===== src/verilog/clk_gate_regs.svh =====
// register offsets, field positions and reset values of the gating block
`ifndef CLK_GATE_REGS_SVH
`define CLK_GATE_REGS_SVH

`define SYSCTL_BASE_ADDR 32'h400f_e000
`define SCG2_OFFSET 12'h118
`define INT_STATUS_OFFSET 12'h180
`define INT_MASK_OFFSET 12'h184
`define FAULT_INFO_OFFSET 12'h188
`define MODE_INFO_OFFSET 12'h18c

`define SCG2_RESET 32'h0000_0000
`define SCG2_WR_MASK 32'h0001_20ff
`define SCG2_USB_BIT 16
`define SCG2_DMA_BIT 13
`define SCG2_PORT_MSB 7
`define SCG2_PORT_LSB 0

`define INT_FAULT_BIT 0
`define INT_SLEEP_IN_BIT 1
`define INT_SLEEP_OUT_BIT 2
`define INT_WIDTH 3
`define INT_RESET 3'h0

`define UNIT_DMA_IDX 8
`define UNIT_USB_IDX 9
`define UNIT_COUNT 10

`endif


===== src/verilog/clk_gate_pkg.sv =====
// types shared by the sleep-mode clock gating block
package clk_gate_pkg;

    // one enable per controlled unit, port a in bit 0
    typedef struct packed {
        logic usb;
        logic micro_dma;
        logic [7:0] port;
    } unit_en_t;

    typedef enum logic [2:0] {
        MODE_RUN = 3'b001,
        MODE_SLEEP = 3'b010,
        MODE_DEEP = 3'b100
    } power_mode_t;

    // a peripheral bus access: unit 0..7 ports, 8 micro-dma, 9 usb
    typedef struct packed {
        logic valid;
        logic [3:0] unit;
    } periph_acc_t;

endpackage : clk_gate_pkg


===== src/verilog/fault_check.sv =====
// flags accesses aimed at a unit whose clock is currently gated off
`timescale 1ns/1ps
`include "clk_gate_regs.svh"
module fault_check #(
    parameter int UNITS = `UNIT_COUNT
) (
    // clock and reset
    input wire logic sys_clk_i,
    input wire logic rst_n_i,
    // access and current enables
    input wire clk_gate_pkg::periph_acc_t acc_i,
    input wire logic [UNITS-1:0] eff_en_i,
    // fault pulse and faulting unit
    output logic fault_o,
    output logic [3:0] fault_unit_o
);
    logic hit_d;

    // unknown unit numbers are outside this block and never fault
    always_comb begin
        hit_d = 1'b0;
        if (acc_i.valid && (int'(acc_i.unit) < UNITS)) begin
            hit_d = !eff_en_i[acc_i.unit];
        end
    end

    // gated unit answers with a bus fault
    always_ff @(posedge sys_clk_i or negedge rst_n_i) begin
        if (!rst_n_i) begin
            fault_o <= 1'b0;
        end else begin
            fault_o <= hit_d;
        end
    end

    always_ff @(posedge sys_clk_i or negedge rst_n_i) begin
        if (!rst_n_i) begin
            fault_unit_o <= 4'h0;
        end else if (hit_d) begin
            fault_unit_o <= acc_i.unit;
        end
    end
endmodule : fault_check


===== src/verilog/gate_select.sv =====
// per-unit selection of the effective clock enable from the three gate sets
`timescale 1ns/1ps
`include "clk_gate_regs.svh"
module gate_select #(
    parameter int UNITS = `UNIT_COUNT
) (
    // clock and reset
    input wire logic sys_clk_i,
    input wire logic rst_n_i,
    // gate sets and mode
    input wire clk_gate_pkg::power_mode_t mode_i,
    input wire logic auto_clock_gating_en_i,
    input wire logic [UNITS-1:0] run_en_i,
    input wire logic [UNITS-1:0] sleep_en_i,
    input wire logic [UNITS-1:0] deep_en_i,
    // registered enables for the clock gate cells
    output logic [UNITS-1:0] eff_en_o
);
    for (genvar i = 0; i < UNITS; i++) begin : g_unit
        logic sel_d;
        always_comb begin
            sel_d = run_en_i[i];
            // auto gating gates the sleep sets
            if (auto_clock_gating_en_i) begin
                // sleep set only in sleep mode
                if (mode_i == clk_gate_pkg::MODE_SLEEP) begin
                    sel_d = sleep_en_i[i];
                end else if (mode_i == clk_gate_pkg::MODE_DEEP) begin
                    sel_d = deep_en_i[i];
                end
            end
        end
        // enable is a flop so a latch-type gate never sees a glitch
        always_ff @(posedge sys_clk_i or negedge rst_n_i) begin
            if (!rst_n_i) begin
                eff_en_o[i] <= 1'b0;
            end else begin
                eff_en_o[i] <= sel_d;
            end
        end
    end
endmodule : gate_select


===== src/verilog/sleep_mode_clock_gating.sv =====
// sleep-mode clock gating register with apb access, mode and fault logic
`timescale 1ns/1ps
`include "clk_gate_regs.svh"
module sleep_mode_clock_gating #(
    parameter int ADDR_W = 12,
    parameter int UNITS = `UNIT_COUNT
) (
    // clock and reset
    input wire logic sys_clk_i,
    input wire logic rst_n_i,
    // apb slave
    input wire logic psel_i,
    input wire logic penable_i,
    input wire logic pwrite_i,
    input wire logic [ADDR_W-1:0] paddr_i,
    input wire logic [31:0] pwdata_i,
    input wire logic [3:0] pstrb_i,
    output logic [31:0] prdata_o,
    output logic pready_o,
    output logic pslverr_o,
    // power state requests and neighbouring gate sets, same clock
    input wire logic sleep_req_i,
    input wire logic deep_sleep_req_i,
    input wire logic auto_clock_gating_en_i,
    input wire clk_gate_pkg::unit_en_t run_clock_gate_ctl2_i,
    input wire clk_gate_pkg::unit_en_t deepsleep_clock_gate_ctl2_i,
    // peripheral bus access watch
    input wire clk_gate_pkg::periph_acc_t periph_acc_i,
    output logic bus_fault_o,
    // unit clock enables and interrupt
    output clk_gate_pkg::unit_en_t unit_clk_en_o,
    output logic irq_o
);
    logic [31:0] sleep_clock_gate_ctl2_q;
    logic [`INT_WIDTH-1:0] int_status_q;
    logic [`INT_WIDTH-1:0] int_mask_q;
    clk_gate_pkg::power_mode_t mode_q;
    clk_gate_pkg::power_mode_t mode_d;
    clk_gate_pkg::unit_en_t sleep_en;
    logic [UNITS-1:0] eff_en;
    logic fault;
    logic [3:0] fault_unit;
    logic setup_ph;
    logic wr_done;
    logic [31:0] rdata_d;
    logic hit_d;
    logic [31:0] wmask;
    logic sleep_in;
    logic sleep_out;
    logic [`INT_WIDTH-1:0] int_set;
    logic [`INT_WIDTH-1:0] int_pend;

    // decoded bus strobes and per-register read views
    logic acc_ph;
    logic wr_sleep;
    logic wr_status;
    logic wr_mask;
    logic [31:0] rd_sleep;
    logic [31:0] rd_status;
    logic [31:0] rd_mask;
    logic [31:0] rd_fault;
    logic [31:0] rd_mode;

    // ---------------- apb slave ----------------
    // answer is prepared in the setup cycle so every bus output is a flop;
    // this costs no wait state: pready is high through the access phase
    assign setup_ph = psel_i && !penable_i;
    // access edge of any transfer, the only edge at which a write lands
    assign acc_ph = psel_i && penable_i && pready_o;
    assign wr_done = acc_ph && pwrite_i && !pslverr_o;

    for (genvar b = 0; b < 4; b++) begin : g_strb
        assign wmask[8*b +: 8] = {8{pstrb_i[b]}};
    end

    // one decoded strobe per writable register
    assign wr_sleep = wr_done && (paddr_i == ADDR_W'(`SCG2_OFFSET));
    assign wr_status = wr_done && pstrb_i[0]
        && (paddr_i == ADDR_W'(`INT_STATUS_OFFSET));
    assign wr_mask = wr_done && pstrb_i[0]
        && (paddr_i == ADDR_W'(`INT_MASK_OFFSET));

    // read views; narrow registers are padded with zeros
    // reserved bits masked again on read
    assign rd_sleep = sleep_clock_gate_ctl2_q & `SCG2_WR_MASK;
    assign rd_status = {{(32-`INT_WIDTH){1'b0}}, int_status_q};
    assign rd_mask = {{(32-`INT_WIDTH){1'b0}}, int_mask_q};
    assign rd_fault = {28'h000_0000, fault_unit};
    assign rd_mode = {29'h0000_000, mode_q};

    always_comb begin
        rdata_d = 32'h0000_0000;
        hit_d = 1'b1;
        unique case (paddr_i)
            // sleep gating register at its offset
            ADDR_W'(`SCG2_OFFSET): begin
                rdata_d = rd_sleep;
            end
            ADDR_W'(`INT_STATUS_OFFSET): begin
                rdata_d = rd_status;
            end
            ADDR_W'(`INT_MASK_OFFSET): begin
                rdata_d = rd_mask;
            end
            ADDR_W'(`FAULT_INFO_OFFSET): begin
                rdata_d = rd_fault;
            end
            ADDR_W'(`MODE_INFO_OFFSET): begin
                rdata_d = rd_mode;
            end
            default: begin
                hit_d = 1'b0;
            end
        endcase
    end

    always_ff @(posedge sys_clk_i or negedge rst_n_i) begin
        if (!rst_n_i) begin
            pready_o <= 1'b0;
        end else begin
            pready_o <= setup_ph;
        end
    end

    always_ff @(posedge sys_clk_i or negedge rst_n_i) begin
        if (!rst_n_i) begin
            pslverr_o <= 1'b0;
        end else if (setup_ph) begin
            pslverr_o <= !hit_d;
        end else begin
            pslverr_o <= 1'b0;
        end
    end

    // read data only on reads, so a write leaves the bus quiet
    always_ff @(posedge sys_clk_i or negedge rst_n_i) begin
        if (!rst_n_i) begin
            prdata_o <= 32'h0000_0000;
        end else if (setup_ph && !pwrite_i) begin
            prdata_o <= rdata_d;
        end else begin
            prdata_o <= 32'h0000_0000;
        end
    end

    // ---------------- sleep gating register ----------------
    always_ff @(posedge sys_clk_i or negedge rst_n_i) begin
        if (!rst_n_i) begin
            sleep_clock_gate_ctl2_q <= `SCG2_RESET;
        end else if (wr_sleep) begin
            // reserved bits stay zero whatever is written
            sleep_clock_gate_ctl2_q <= (sleep_clock_gate_ctl2_q & ~wmask)
                | (pwdata_i & wmask & `SCG2_WR_MASK);
        end
    end

    assign sleep_en.usb = sleep_clock_gate_ctl2_q[`SCG2_USB_BIT];
    assign sleep_en.micro_dma = sleep_clock_gate_ctl2_q[`SCG2_DMA_BIT];
    // one bit per port, a in bit 0
    assign sleep_en.port =
        sleep_clock_gate_ctl2_q[`SCG2_PORT_MSB:`SCG2_PORT_LSB];

    // ---------------- power mode ----------------
    // one-hot power state
    // deep-sleep wins when both requests are high; every state reaches
    // every other in one step, so no request waits on a middle state
    always_comb begin
        mode_d = mode_q;
        unique case (mode_q)
            clk_gate_pkg::MODE_RUN: begin
                if (deep_sleep_req_i) begin
                    mode_d = clk_gate_pkg::MODE_DEEP;
                end else if (sleep_req_i) begin
                    mode_d = clk_gate_pkg::MODE_SLEEP;
                end
            end
            clk_gate_pkg::MODE_SLEEP: begin
                if (deep_sleep_req_i) begin
                    mode_d = clk_gate_pkg::MODE_DEEP;
                end else if (!sleep_req_i) begin
                    mode_d = clk_gate_pkg::MODE_RUN;
                end
            end
            clk_gate_pkg::MODE_DEEP: begin
                if (!deep_sleep_req_i && sleep_req_i) begin
                    mode_d = clk_gate_pkg::MODE_SLEEP;
                end else if (!deep_sleep_req_i) begin
                    mode_d = clk_gate_pkg::MODE_RUN;
                end
            end
            default: begin
                // a corrupted code falls back to running
                mode_d = clk_gate_pkg::MODE_RUN;
            end
        endcase
    end

    always_ff @(posedge sys_clk_i or negedge rst_n_i) begin
        if (!rst_n_i) begin
            mode_q <= clk_gate_pkg::MODE_RUN;
        end else begin
            mode_q <= mode_d;
        end
    end

    // sleep entry and exit become interrupt events; both compare the
    // next mode with the current one, so each fires once per change
    assign sleep_in = (mode_d == clk_gate_pkg::MODE_SLEEP)
        && (mode_q != clk_gate_pkg::MODE_SLEEP);
    assign sleep_out = (mode_d != clk_gate_pkg::MODE_SLEEP)
        && (mode_q == clk_gate_pkg::MODE_SLEEP);

    // ---------------- enable selection ----------------
    // a unit's enable follows a mode request two edges later; software
    // that needs a unit at once must enable it before the request, since
    // the selection flop is what keeps the gate cell free of glitches
    // the chosen set drives the unit clock enables
    gate_select #(
        .UNITS(UNITS)
    ) u_gate_select (
        .sys_clk_i(sys_clk_i),
        .rst_n_i(rst_n_i),
        .mode_i(mode_q),
        .auto_clock_gating_en_i(auto_clock_gating_en_i),
        .run_en_i(run_clock_gate_ctl2_i),
        .sleep_en_i(sleep_en),
        .deep_en_i(deepsleep_clock_gate_ctl2_i),
        .eff_en_o(eff_en)
    );

    // enables leave straight from the selection flops
    assign unit_clk_en_o = eff_en;

    // accesses checked against the live enables
    fault_check #(
        .UNITS(UNITS)
    ) u_fault_check (
        .sys_clk_i(sys_clk_i),
        .rst_n_i(rst_n_i),
        .acc_i(periph_acc_i),
        .eff_en_i(eff_en),
        .fault_o(fault),
        .fault_unit_o(fault_unit)
    );

    assign bus_fault_o = fault;

    // ---------------- interrupt ----------------
    always_comb begin
        int_set = `INT_RESET;
        int_set[`INT_FAULT_BIT] = fault;
        int_set[`INT_SLEEP_IN_BIT] = sleep_in;
        int_set[`INT_SLEEP_OUT_BIT] = sleep_out;
    end

    // a new event outranks a write-one clear in the same cycle
    always_ff @(posedge sys_clk_i or negedge rst_n_i) begin
        if (!rst_n_i) begin
            int_status_q <= `INT_RESET;
        end else if (wr_status) begin
            int_status_q <= (int_status_q & ~pwdata_i[`INT_WIDTH-1:0])
                | int_set;
        end else begin
            int_status_q <= int_status_q | int_set;
        end
    end

    always_ff @(posedge sys_clk_i or negedge rst_n_i) begin
        if (!rst_n_i) begin
            int_mask_q <= `INT_RESET;
        end else if (wr_mask) begin
            int_mask_q <= pwdata_i[`INT_WIDTH-1:0];
        end
    end

    // unmasked pending events
    assign int_pend = int_status_q & int_mask_q;

    // one cycle behind status so the output stays a flop
    always_ff @(posedge sys_clk_i or negedge rst_n_i) begin
        if (!rst_n_i) begin
            irq_o <= 1'b0;
        end else begin
            irq_o <= |int_pend;
        end
    end
endmodule : sleep_mode_clock_gating

===== config.mk =====
export PLATFORM = sky130hd
export DESIGN_NAME = sleep_mode_clock_gating
export DESIGN_NICKNAME = d
export VERILOG_FILES = /design/src/verilog/clk_gate_pkg.sv /design/src/verilog/fault_check.sv /design/src/verilog/gate_select.sv /design/src/verilog/sleep_mode_clock_gating.sv
export VERILOG_INCLUDE_DIRS = /design/src /design/src/verilog
export SDC_FILE = /design/constraint.sdc
export NUM_CORES = 1
export LEC_CHECK = 0
export BUFFER_PORTS_ARGS = -buffer_cell sky130_fd_sc_hd__buf_2
export CAP_MARGIN = 20
export CORE_ASPECT_RATIO = 1.5
export CORE_MARGIN = 2
export CORE_UTILIZATION = 51
export CTS_CLUSTER_DIAMETER = 40
export DETAILED_ROUTE_END_ITERATION = 10
export PLACE_DENSITY = 0.86
export SETUP_SLACK_MARGIN = 0.15
export SLEW_MARGIN = 0
export SYNTH_ARGS = -nofsm -noshare
export SYNTH_HDL_FRONTEND = slang
export SYNTH_SLANG_ARGS = --single-unit

===== constraint.sdc =====
create_clock -name sys_clk_i -period 4.05 [get_ports sys_clk_i]
set_input_delay 0.405 -clock sys_clk_i [delete_from_list [all_inputs] [get_ports sys_clk_i]]
set_output_delay 0.405 -clock sys_clk_i [all_outputs]
set_load 0.05 [all_outputs]

**Word-level counts from Yosys, hierarchy flattened**

Index checks and enable logic that the tools add are counted.

- Reductions and logical operators: 22
- $lt $le $gt $ge: 2
- Eq/ne operators: 11
- Mux-type cells: 45
- Bitwise logic cells: 9

Operators by type and width:

| operator | number |
|---|---|
| case mux 17 bit (5 select lines) | 1 |
| == test 12 x 9 -> 1 bit, second input constant | 5 |
| 2-to-1 mux 1 bit | 34 |
| AND 32 bit | 1 |
| NOT 32 bit | 1 |
| bitwise OR 32 x 17 -> 32 bit | 1 |
| 2-to-1 mux 3 bit | 7 |
| AND 17 bit | 1 |
| 2-to-1 mux 17 bit | 1 |
| logical AND 1 bit | 14 |
| case mux 3 bit (3 select lines) | 1 |
| AND 3 bit | 2 |
| == test 3 x 2 -> 1 bit, second input constant | 2 |
| logical NOT 1 bit | 6 |
| inequality test 3 x 2 -> 1 bit, second input constant | 2 |
| bitwise OR 3 bit | 2 |
| less-than comparator 4 x 5 -> 1 bit, second input constant | 1 |
| OR reduction 5 bit | 1 |
| binary-select mux 1 bit (select 4 bit) | 1 |
| less-than comparator 4 bit, second input constant | 1 |
| == test 3 x 1 -> 1 bit, second input constant | 1 |
| == test 3 bit, second input constant | 1 |
| NOT 3 bit | 1 |
| OR reduction 3 bit | 1 |

- Input port bits: 81
- Logic and storage cells: 109
- Output and inout bits: 46
- Bits in registers: 91

**Depth between registers and ports, before layout**

Gate-level depths: netlist (run 1).

- Word-level depth: 8
- Mapped depth: 6
- Gate-level depth less buffers: 4

**By module**

From an unflattened synthesis (run 1), not the netlist that was laid out.

- Cells, all modules: 228
- Area total of the unflattened synthesis: 2514.9 um^2

Modules (own cells, without submodules):

| module | cells each | area an instance (um^2) | times used | seq. area each (um^2) |
|---|---|---|---|---|
| sleep_mode_clock_gating | 141 | 1621.6 | 1 | 802.0 |
| gate_select | 46 | 488.0 | 1 | 250.2 |
| fault_check | 41 | 405.4 | 1 | 125.1 |

**Least setup slack after synthesis (run 1)**

Ideal clock, no wire load.

- Kind: register to register
- From: register pready_o
- To: register (tool-made name)
- Buffers on the path: 1
- Period minus slack after synthesis: 1.871 ns
- Stages on the path, launching flop included: 6
- Data required time: 3.925 ns
- Slack: 2.179 ns
- Arrival time: 1.746 ns
- Library setup time: 0.125 ns
- Path through: dfrtp_1 > nand4_1 > nor3b_4 > and3_4 > buf_12 > mux2_4

RTL lines:

| element | RTL line | text |
|---|---|---|
| from (decl) | sleep_mode_clock_gating.sv:19 | `output logic pready_o,` |
| from (signal assigned) | sleep_mode_clock_gating.sv:121 | `pready_o <= setup_ph;` |

==> results of run 1 <==
## worst max-delay path: cells and delay by family
kind / cells / cell delay (ns)
multiplexers: 1 / 0.32
buffers and inverters: 1 / 0.09
AND/OR/NAND/NOR: 3 / 1.08
## power groups by stage
stage,Clock [mW],Sequential [mW],Combinational [mW]
after floorplan,0,0.758,0.358
after global placement,0,0.667,0.552
after detailed placement,0,0.672,0.569
after CTS,0.362,0.663,0.571
after global routing,0.378,0.658,0.661
final,0.352,0.645,0.614
## metal layers
metal / track usage (%) / vias to the layer above / share of wire [%]
met2: 38.51 / 89 / 54
met1: 23.38 / 1064 / 39
met4: 6.522 / 0 / 1.5
met3: 4.212 / 7 / 5.6
met5: 0 / - / 0
li1: - / 1060 / -
## synth_stat cells, drive strengths merged (3+ instances only)
library cell,instances
dfrtp,46
buf,28
mux2,17
nor2,17
inv,14
nand2b,13
a21oi,12
a31oi,12
clkbuf,11
nand4,10
o22ai,10
o31ai,10
and2,8
nor2b,8
nand2,7
nand3,5
a22o,3
nand3b,3
nor3b,3
o211ai,3
## worst min path at each step
stage                                                from                         end  cells past startpoint
after CTS                                deep_sleep_req_i         mode_q[0]$_DFF_PN1_                      2
after detailed placement  u_fault_check.fault_o$_DFF_PN0_   int_status_q[0]$_DFF_PN0_                      1
after global placement    u_fault_check.fault_o$_DFF_PN0_   int_status_q[0]$_DFF_PN0_                      1
final                                             rst_n_i       prdata_o[5]$_DFF_PN0_                      1
after floorplan                                   rst_n_i  asynchronous set/reset pin                      0
after global routing                              rst_n_i       prdata_o[4]$_DFF_PN0_                      1
## final cells by class
cell class,count,area share (%)
multi-input cells,187,40.68
flip-flops and latches,47,36.92
repair buffers,84,14.44
well taps,68,2.668
clock buffers,5,2.158
inverters,14,1.648
clock inverters,3,1.491
## logic make-up (layout without fill, tap and decap cells)
| logic type | count (synthesis) | after routing | share of synthesized area (%) |
|---|---|---|---|
| compound gates | 65 | 65 | 16.90 |
| xor+xnor | 1 | 1 | 0.3223 |
| buf+inv | 53 | 106 | 11.83 |
| flops | 47 | 47 | 43.32 |
| mux | 20 | 20 | 10.45 |
| other cells | 1 | 22 | 0.1380 |
| simple gates | 79 | 79 | 17.03 |
## metrics by stage
stage / total power, mW / hold WS, ns / cell area [um^2] / instances
after global routing: 1.697 / 0.02189 / 3189 / 408
after detailed placement: 1.241 / 0.4806 / 3018 / 397
after CTS: 1.596 / 0.2465 / 3134 / 405
after floorplan: 1.115 / 0.1094 / 2796 / 287
after global placement: 1.219 / 0.4722 / 3018 / 397
final: 1.611 / 0.01080 / 3189 / 408
==> run_results.csv, run 1 <==
group,metric,value,unit
yosys,yosysWarnings,0,
layout,utilization,62.23,%
clock_tree,cts_sinks,47,
layout,layout_commonest_cell,"buf_2",
grt,grt_max_degree,48,
yosys,synth_flop_cell,"dfrtp_1",
sta,tightest_slew,0.7027,ns
yosys,syn_area_per_cell,10.22,um^2
sta,fin_crit_sh,42.10,%
drt,postRouteWirelength,5.961,mm
power,power-per-cell-area,505.1,nW/um^2
drt,drc,0,
clock_tree,cts_resized,0,
clock_tree,cts-root-buf,"clkbuf_8",
sta,period_minus_slack,1.705,ns
critical_path,cpPeakStageDelay,0.44,ns
drt,wire_per_inst,14.61,um
place,routabilityCongestion,0.8427,
sta,setup_slack,2.345,ns
yosys,synthesis.instances,266,
critical_path,path_cells,"buf_2, nor4_1, and4b_1, and3_4, mux2_4",
drt,vias,2220,
clock_tree,ctsHoldBuffers,0,
sta,finalClockSkew,0.01014,ns
drt,viasPerCell,5.441,
clock_tree,postCtsSetupRepairBufs,0,
sta,finalSetupViolCount,0,
yosys,synth_area,2718,um^2
critical_path,critical_path_arrival,1.90,ns
power,ir_drop,0.0002727,V
layout,nFillCells,446,
drt,first_pass_iters,4,
die,ioPinCount,127,
sta,relSlewSlack,53.15,%
critical_path,rrSetupSlack,2.44,ns
grt,grt_pass1_wl,9.604,mm
die,placementRows,32,
die,start_util,53.03,%
die,die_height,93.41,um
clock_tree,clock_latency,0.31,ns
critical_path,crit_type,"input pin to flip-flop",
clock_tree,clk_pin_slew,0.09,ns
power,p_sw,0.6649,mW
place,place_hpwl,4.573,mm
critical_path,setup.worst_path.end_class,"flip-flop",
drt,drt_iter0_drc,106,
power,p_seq_share,40.0,%
layout,syn2layout_area_growth,17.36,%
sta,rsz0062_at_grt,"false",
grt,grt_overflow,0,
place,portBuffers,81,
critical_path,worst-path-max-fanout,10,
clock_tree,cts_tree,"done",
power,sw_frac_of_total,41.27,%
clock_tree,cts_buffers,5,
place,post-place-ws,2.024,ns
sta,timing.fmax,586.5,MHz
drt,antenna_left,0,
power,internal_power,0.9460,mW
layout,antennaDiodeCount,0,
clock_tree,clockBufferDepth,2,
layout,final_layout_size_suffix_gt1_share,34.41,%
grt,grt_usage,20.70,%
layout,multi_input_area,1297,um^2
sta,maxSlewViolCount,0,
die,coreArea,5125,um^2
die,die_w,63.60,um
layout,final_nets,420,
yosys,synth.distinct_cells,49,
critical_path,cp.required,4.25,ns
layout,final_cell_mix,"buf_2, dfrtp_1, conb_1",
clock_tree,cts_htree_levels,2,
layout,regArea,1177,um^2
yosys,ys_top_cells_by_area,"dfrtp_1, buf_4, mux2_4, mux2_2, nand2b_1",
sta,hold_viol_final,0,
die,floorplan.die_area,5941,um^2
yosys,synth_top_area_cell,"dfrtp_1",
grt,antenna_found_initial,0,
yosys,ys_ff_latch,47,
outcome,status,"complete, no violations",
yosys,netlist.area_leader.share,42.36,%
critical_path,r2r-start,"pready_o$_DFF_PN0_",
power,leakagePower,1.548,nW
critical_path,crit_start,"paddr_i[1]",
critical_path,rr_worst_depth,4,
yosys,async_flop_share,100.0,%
job,maxCapViolations,0,
yosys,seq_area_frac_synth,43.32,%
sta,fin_setup_tns,0,ns
power,clockPowerShare,21.8,%
yosys,synth_edf_count,0,
grt,grt_pass1_vias,2125,
worst_hold_path,hold_class,"input pin to asynchronous set/reset pin",
power,combPwrFrac,38.1,%
critical_path,cpMaxStageDelayCell,"and4b_1",
critical_path,worstSetupStartpointType,"input pin",
Note: power is estimated with default switching activity, not from simulation.
==> run 2, diff against run 1 <==
--- a/config.mk
+++ b/config.mk
@@ -10,10 +10,10 @@
 export CAP_MARGIN = 20
 export CORE_ASPECT_RATIO = 1.5
 export CORE_MARGIN = 2
-export CORE_UTILIZATION = 51
+export CORE_UTILIZATION = 42
 export CTS_CLUSTER_DIAMETER = 40
 export DETAILED_ROUTE_END_ITERATION = 10
-export PLACE_DENSITY = 0.86
+export PLACE_DENSITY = 0.76
 export SETUP_SLACK_MARGIN = 0.15
 export SLEW_MARGIN = 0
 export SYNTH_ARGS = -nofsm -noshare
==> constraint.sdc (replaced) <==
create_clock -name sys_clk_i -period 1.39 [get_ports sys_clk_i]
set_input_delay 0.139 -clock sys_clk_i [delete_from_list [all_inputs] [get_ports sys_clk_i]]
set_output_delay 0.139 -clock sys_clk_i [all_outputs]
set_load 0.05 [all_outputs]
==> run 2 against run 1 <==
  * The run now ends with negative setup slack left
  * Sequential share of layout area decreased by 4.6 points
  * Cell count rose by 9.3%
  * Clock power increased to 2.5 times the previous value
  * Die area is 20% higher
  * Largest cell class unchanged
==> run_results.csv, run 2 (synthesis results as in run 1) <==
group,metric,value,unit
outcome,status,"complete, but fails checks",
outcome,violations,"negative setup slack",
clock_tree,cts_sinks,47,
place,portBuffers,81,
place,place_hpwl,4.844,mm
power,p_sw,2.217,mW
layout,final_cell_mix,"buf_2, dfrtp_1, conb_1",
sta,rsz0062_at_grt,"true",
clock_tree,cts_tree,"done",
power,leakagePower,1.738,nW
grt,grt_max_degree,48,
drt,drc,0,
drt,first_pass_iters,4,
clock_tree,clk_pin_slew,0.09,ns
drt,viasPerCell,5.341,
worst_hold_path,holdCritStartpoint,"pwdata_i[13]",
sta,maxSlewViolCount,0,
place,post-place-ws,-0.4089,ns
place,routabilityCongestion,0.8734,
drt,wire_per_inst,15.90,um
drt,vias,2382,
sta,timing.fmax,661.4,MHz
sta,period_minus_slack,1.512,ns
power,power-per-cell-area,1433,nW/um^2
job,maxCapViolations,0,
drt,postRouteWirelength,7.090,mm
clock_tree,cts-root-buf,"clkbuf_8",
clock_tree,clockBufferDepth,2,
die,placementRows,35,
critical_path,crit_type,"flip-flop to flip-flop",
grt,grt_pass1_vias,2238,
layout,layout_commonest_cell,"buf_2",
critical_path,crit_start,"pready_o$_DFF_PN0_",
power,combPwrFrac,48.5,%
critical_path,cp.required,1.58,ns
critical_path,worstSetupStartpointType,"flip-flop",
sta,hold_viol_final,0,
layout,antennaDiodeCount,0,
grt,grt_overflow,0,
grt,grt_pass1_wl,10.70,mm
die,start_util,43.70,%
power,clockPowerShare,16.9,%
layout,final_layout_size_suffix_gt1_share,47.85,%
power,p_seq_share,34.6,%
power,sw_frac_of_total,41.99,%
clock_tree,cts_htree_levels,2,
sta,finalSetupViolCount,23,
die,ioPinCount,127,
clock_tree,cts_buffers,5,
layout,final_nets,452,
critical_path,critical_path_arrival,1.71,ns
grt,antenna_found_initial,0,
sta,fin_crit_sh,108.8,%
layout,syn2layout_area_growth,35.59,%
worst_hold_path,hold_class,"input pin to flip-flop",
clock_tree,clock_latency,0.30,ns
power,ir_drop,0.0007468,V
sta,setup_slack,-0.1218,ns
die,die_height,102.5,um
critical_path,r2r-start,"pready_o$_DFF_PN0_",
drt,antenna_left,0,
grt,grt_usage,19.01,%
die,coreArea,6218,um^2
sta,hold_ws,0.06021,ns
drt,drt_iter0_drc,157,
die,floorplan.die_area,7143,um^2
power,internal_power,3.063,mW
die,die_w,69.68,um
layout,nFillCells,510,
sta,finalClockSkew,0.007253,ns
critical_path,worst-path-max-fanout,8,
critical_path,setup.worst_path.end_class,"flip-flop",
sta,fin_setup_tns,-1.698,ns
run 2: cell types whose count changed in the layout (fill, tap and decap cells not counted), moves of 2 or more:
cell / previous run / this run
dfrtp_1: 46 / 36
dlygate4sd3_1: 0 / 3
buf_12: 1 / 3
dfrtp_2: 0 / 10
a31oi_4: 0 / 6
o22ai_1: 10 / 5
buf_6: 0 / 9
a31oi_1: 12 / 6
buf_4: 1 / 19
o22ai_2: 0 / 4
run 2: power by group through the flow:
stage	sequential [mW]	combinational (mW)	clock (mW)
after floorplan	2.23	1.05	0
after global placement	1.82	1.91	0
after detailed placement	1.83	1.95	0
after CTS	1.81	2.29	0.896
after global routing	1.86	2.71	0.946
final	1.83	2.56	0.891
run 2: worst paths after layout:
path,to,slack (ns),cells past startpoint
max in group asynchronous,mode_q[0]$_DFF_PN1_,0.77,3
worst min-delay path,flip-flop,0.06,2
worst max register to register,flip-flop,-0.12,4
min in group asynchronous,u_gate_select.eff_en_o[8]$_DFF_PN0_,0.33,3
worst max-delay path,flip-flop,-0.12,4
worst min register to register,int_status_q[0]$_DFF_PN0_,0.51,1
run 2: critical path: stages, from the launching register on:
cell and delay, ns:
dfrtp_2 0.36, nand4_1 0.15, nor3b_4 0.24, and3_4 0.33, mux2_4 0.32
run 2: through the flow:
stage | power [mW] | utilization, % | cells | area [um^2]
final | 5.279 | 59.26 | 446 | 3685
after global routing | 5.512 | 59.26 | 446 | 3685
after CTS | 5.000 | 56.58 | 443 | 3518
after detailed placement | 3.788 | 51.69 | 424 | 3214
after global placement | 3.732 | 51.69 | 424 | 3214
after floorplan | 3.280 | - | 287 | 2815
run 2: what timing repair did:
| item | in CTS | in global routing |
|---|---|---|
| endpoints found under the hold margin | 47 | 0 |
| setup endpoints to repair | 32 | 36 |
| hold buffers | 3 | 0 |
| gates resized for setup | 22 | 24 |
| gates cloned | 2 | 0 |
| setup buffers | 6 | 3 |
| pin swaps | 9 | 20 |
run 2: layout make-up:
cell class	instances	area (um^2)	share of cell area, %
Clock buffer	6	82.58	2.241
Tap cell	74	92.59	2.513
Inverter	14	52.55	1.426
Sequential cell	47	1190	32.29
Clock inverter	2	16.27	0.4414
Multi-Input combinational cell	187	1476	40.07
Timing Repair Buffer	116	774.5	21.02
run 2: routing by layer:
metal	share of wire (%)	GRT usage (%)	vias up
li1	-	-	1122
met1	38	21.94	1162
met2	55	35.50	86
met3	4.3	2.639	12
met4	2.5	7.988	0
met5	0	0	-
==> run 3, diff against run 2 <==
--- a/config.mk
+++ b/config.mk
@@ -10,7 +10,7 @@
 export CAP_MARGIN = 20
 export CORE_ASPECT_RATIO = 1.5
 export CORE_MARGIN = 2
-export CORE_UTILIZATION = 42
+export CORE_UTILIZATION = 41
 export CTS_CLUSTER_DIAMETER = 40
 export DETAILED_ROUTE_END_ITERATION = 10
 export PLACE_DENSITY = 0.76
@@ -18,4 +18,5 @@
 export SLEW_MARGIN = 0
 export SYNTH_ARGS = -nofsm -noshare
 export SYNTH_HDL_FRONTEND = slang
+export SYNTH_HIERARCHICAL = 1
 export SYNTH_SLANG_ARGS = --single-unit
==> constraint.sdc (replaced) <==
create_clock -name sys_clk_i -period 1.3 [get_ports sys_clk_i]
set_input_delay 0.13 -clock sys_clk_i [delete_from_list [all_inputs] [get_ports sys_clk_i]]
set_output_delay 0.13 -clock sys_clk_i [all_outputs]
set_load 0.05 [all_outputs]
==> run 3 against run 2 <==
  * The flow still finishes with violations (negative setup slack)
  * Cell count down 8.5%
  * Total power down 17%
  * Clock skew down 0.0015 ns
  * Global-route usage down 0.88 points
  * Critical path type unchanged
  * Flip-flop and latch count unchanged
  * Die area down 5.0%
  * Area after synthesis down 7.5%
  * Sequential power about the same
  * Largest power group is now registers
  * Register-to-register slack worse by 0.08 ns
  * Cell area down 10%
  * Combinational power down 41%
  * Critical path depth unchanged
==> run_results.csv, run 3 <==
group,metric,value,unit
critical_path,critical_path_arrival,1.69,ns
place,place_inst,392,
critical_path,cpMaxStageDelayCell,"dfrtp_2",
clock_tree,clock_latency,0.30,ns
yosys,ys_ff_latch,47,
critical_path,cpPeakStageDelay,0.41,ns
clock_tree,clockBufferDepth,2,
drt,first_pass_iters,4,
yosys,synth_flop_cell,"dfrtp_1",
critical_path,setup.worst_path.end_class,"flip-flop",
yosys,seq_area_frac_synth,46.82,%
sta,setup_slack,-0.1976,ns
power,ir_drop,0.0008004,V
place,placed_area,3047,um^2
worst_hold_path,hold_class,"input pin to flip-flop",
yosys,async_flop_share,100.0,%
die,coreArea,6043,um^2
sta,maxSlewViolCount,0,
sta,fin_setup_tns,-2.915,ns
sta,finalClockSkew,0.005760,ns
yosys,synth_top_area_cell,"dfrtp_1",
place,post-place-ws,-0.4245,ns
place,routabilityCongestion,0.8882,
yosys,synth_edf_count,0,
critical_path,rrSetupSlack,-0.20,ns
clock_tree,cts_sinks,47,
power,p_sw,1.553,mW
drt,drc,0,
power,combPwrFrac,34.3,%
layout,antennaDiodeCount,0,
yosys,synth_fa_ha_area_share,0,%
layout,utilization,54.62,%
yosys,synthTopCellsByCount,"dfrtp_1, buf_4, inv_1",
outcome,status,"complete, but fails checks",
drt,postRouteWirelength,5.949,mm
yosys,syn_area_per_cell,11.03,um^2
critical_path,cp.required,1.49,ns
job,maxCapViolations,0,
yosys,ys_top_cells_by_area,"dfrtp_1, buf_4, mux2_2, a21oi_2, o22ai_1",
sta,period_minus_slack,1.498,ns
place,place_hpwl,4.718,mm
critical_path,r2r-start,"pslverr_o$_DFF_PN0_",
critical_path,critPathBufInv,0,
critical_path,worst-path-max-fanout,8,
outcome,violations,"negative setup slack",
yosys,synth_top_family_by_area,"simple AND/OR/NAND/NOR gates",
drt,wire_per_inst,14.58,um
worst_hold_path,holdCritStartpoint,"run_clock_gate_ctl2_i[1]",
power,sw_frac_of_total,35.51,%
clock_tree,clk_pin_slew,0.09,ns
yosys,synthXorXnorAreaFrac,0.3483,%
layout,final_cell_count_no_fill,408,
critical_path,worstSetupStartpointType,"flip-flop",
yosys,netlist.area_leader.share,45.77,%
layout,final_layout_size_suffix_gt1_share,50.90,%
yosys,synth_compound_area_share,16.07,%
sta,rsz0062_at_grt,"true",
die,ioPinCount,127,
critical_path,crit_family,"simple AND/OR/NAND/NOR gates",
die,die_w,67.95,um
sta,hold_viol_final,0,
power,power-per-cell-area,1325,nW/um^2
yosys,synth.distinct_cells,53,
clock_tree,cts-root-buf,"clkbuf_8",
critical_path,rr_worst_depth,4,
die,start_util,41.61,%
yosys,synth-simple-area-share,17.26,%
clock_tree,cts_htree_levels,2,
layout,syn2layout_area_growth,31.24,%
critical_path,path_cells,"and2b_1, and4bb_4, nand3_4, mux2_2",
power,internal_power,2.820,mW
worst_hold_path,hold_end,"u_gate_select/eff_en_o[1]$_DFF_PN0_",
layout,fin_area,3301,um^2
grt,grt_pass1_vias,1998,
sta,hold_ws,0.05383,ns
die,placementRows,35,
drt,drt_iter0_drc,107,
power,clockPowerShare,24.6,%
grt,grt_max_degree,48,
grt,grt_usage,18.14,%
layout,layout_commonest_cell,"buf_2",
sta,fin_crit_sh,115.2,%
yosys,synth_area,2515,um^2
power,p_seq_share,41.1,%
sta,finalSetupViolCount,19,
power,total_power,4.373,mW
yosys,synth_most_common_cell,"dfrtp_1",
place,portBuffers,81,
clock_tree,cts_buffers,5,
drt,vias,2088,
clock_tree,cts_tree,"done",
grt,grt_overflow,0,
die,floorplan.die_area,6789,um^2
yosys,synth_mux_area_share,8.756,%
worst_hold_path,holdPathStages,3,
power,leakagePower,1.665,nW
layout,final_nets,414,
die,die_height,99.92,um
grt,antenna_found_initial,0,
grt,grt_pass1_wl,9.246,mm
layout,final_cell_mix,"buf_2, dfrtp_1, conb_1",
sta,timing.fmax,667.7,MHz
critical_path,crit_type,"flip-flop to flip-flop",
drt,viasPerCell,5.118,
yosys,synthesis.instances,228,
yosys,yosysWarnings,6,
drt,antenna_left,0,
run 3: cell types whose count changed after synthesis, sizes merged, moves of 2 or more:
cell / previous run / this run
nand3: 5 / 9
a32oi: 2 / 0
buf: 28 / 26
a22oi: 2 / 4
nand4: 10 / 6
clkbuf: 11 / 3
o31ai: 10 / 0
nand2b: 13 / 3
o21ai: 2 / 6
nand4bb: 0 / 2
a31oi: 12 / 4
nor2: 17 / 5
run 3: timing repair:
item                                   in CTS  in global routing
setup buffers                               1                  4
gates cloned                                0                  0
endpoints found under the hold margin      47                  0
hold buffers                                3                  0
pin swaps                                   6                  6
gates resized for setup                     8                 14
setup endpoints to repair                  39                 44
run 3: layout make-up:
class | count | area [um^2]
Clock buffer | 5 | 68.82
Multi-Input combinational cell | 158 | 1196
Inverter | 15 | 56.30
Clock inverter | 3 | 46.29
Tap cell | 74 | 92.59
Fill cell | 537 | 2743
Timing Repair Buffer | 106 | 650.6
Sequential cell | 47 | 1190
run 3: worst reg2reg max path: stages, from the launching register on:
cell	delay, ns
dfrtp_2	0.41
and2b_1	0.21
and4bb_4	0.31
nand3_4	0.15
mux2_2	0.31
run 3: logic make-up (layout without fill, tap and decap cells):
group / Yosys count / in the layout
compound gates: 53 / 53
other cells: 1 / 22
simple gates: 64 / 64
xor+xnor: 1 / 1
buf+inv: 44 / 129
mux: 18 / 18
flops: 47 / 47
run 3: worst max path at each step:
stage | startpoint | to | slack, ns | depth (start not counted)
floorplan | pslverr_o$_DFF_PN0_ | int_mask_q[0]$_DFFE_PN0P_ | -0.24 | 4
global placement | paddr_i[9] | flip-flop | -0.39 | 5
detailed placement | paddr_i[9] | flip-flop | -0.42 | 5
CTS | pslverr_o$_DFF_PN0_ | flip-flop | -0.18 | 4
global route | pslverr_o$_DFF_PN0_ | flip-flop | -0.25 | 4
finish | pslverr_o$_DFF_PN0_ | flip-flop | -0.20 | 4
run 3: layer usage:
| metal | vias up | global-route usage [%] | routed length (um) |
|---|---|---|---|
| met5 | - | 0 | 0 |
| met4 | 0 | 6.462 | 91 |
| met3 | 9 | 2.130 | 281 |
| met2 | 67 | 33.91 | 3418 |
| met1 | 1026 | 20.29 | 2157 |
| li1 | 986 | - | - |
run 3: power groups by stage:
stage | logic, mW | clock network, mW | registers, mW
after floorplan | 0.725 | 0 | 2.08
after global placement | 1.37 | 0 | 1.81
after detailed placement | 1.39 | 0 | 1.82
after CTS | 1.46 | 1.11 | 1.80
after global routing | 1.61 | 1.16 | 1.83
final | 1.50 | 1.08 | 1.80
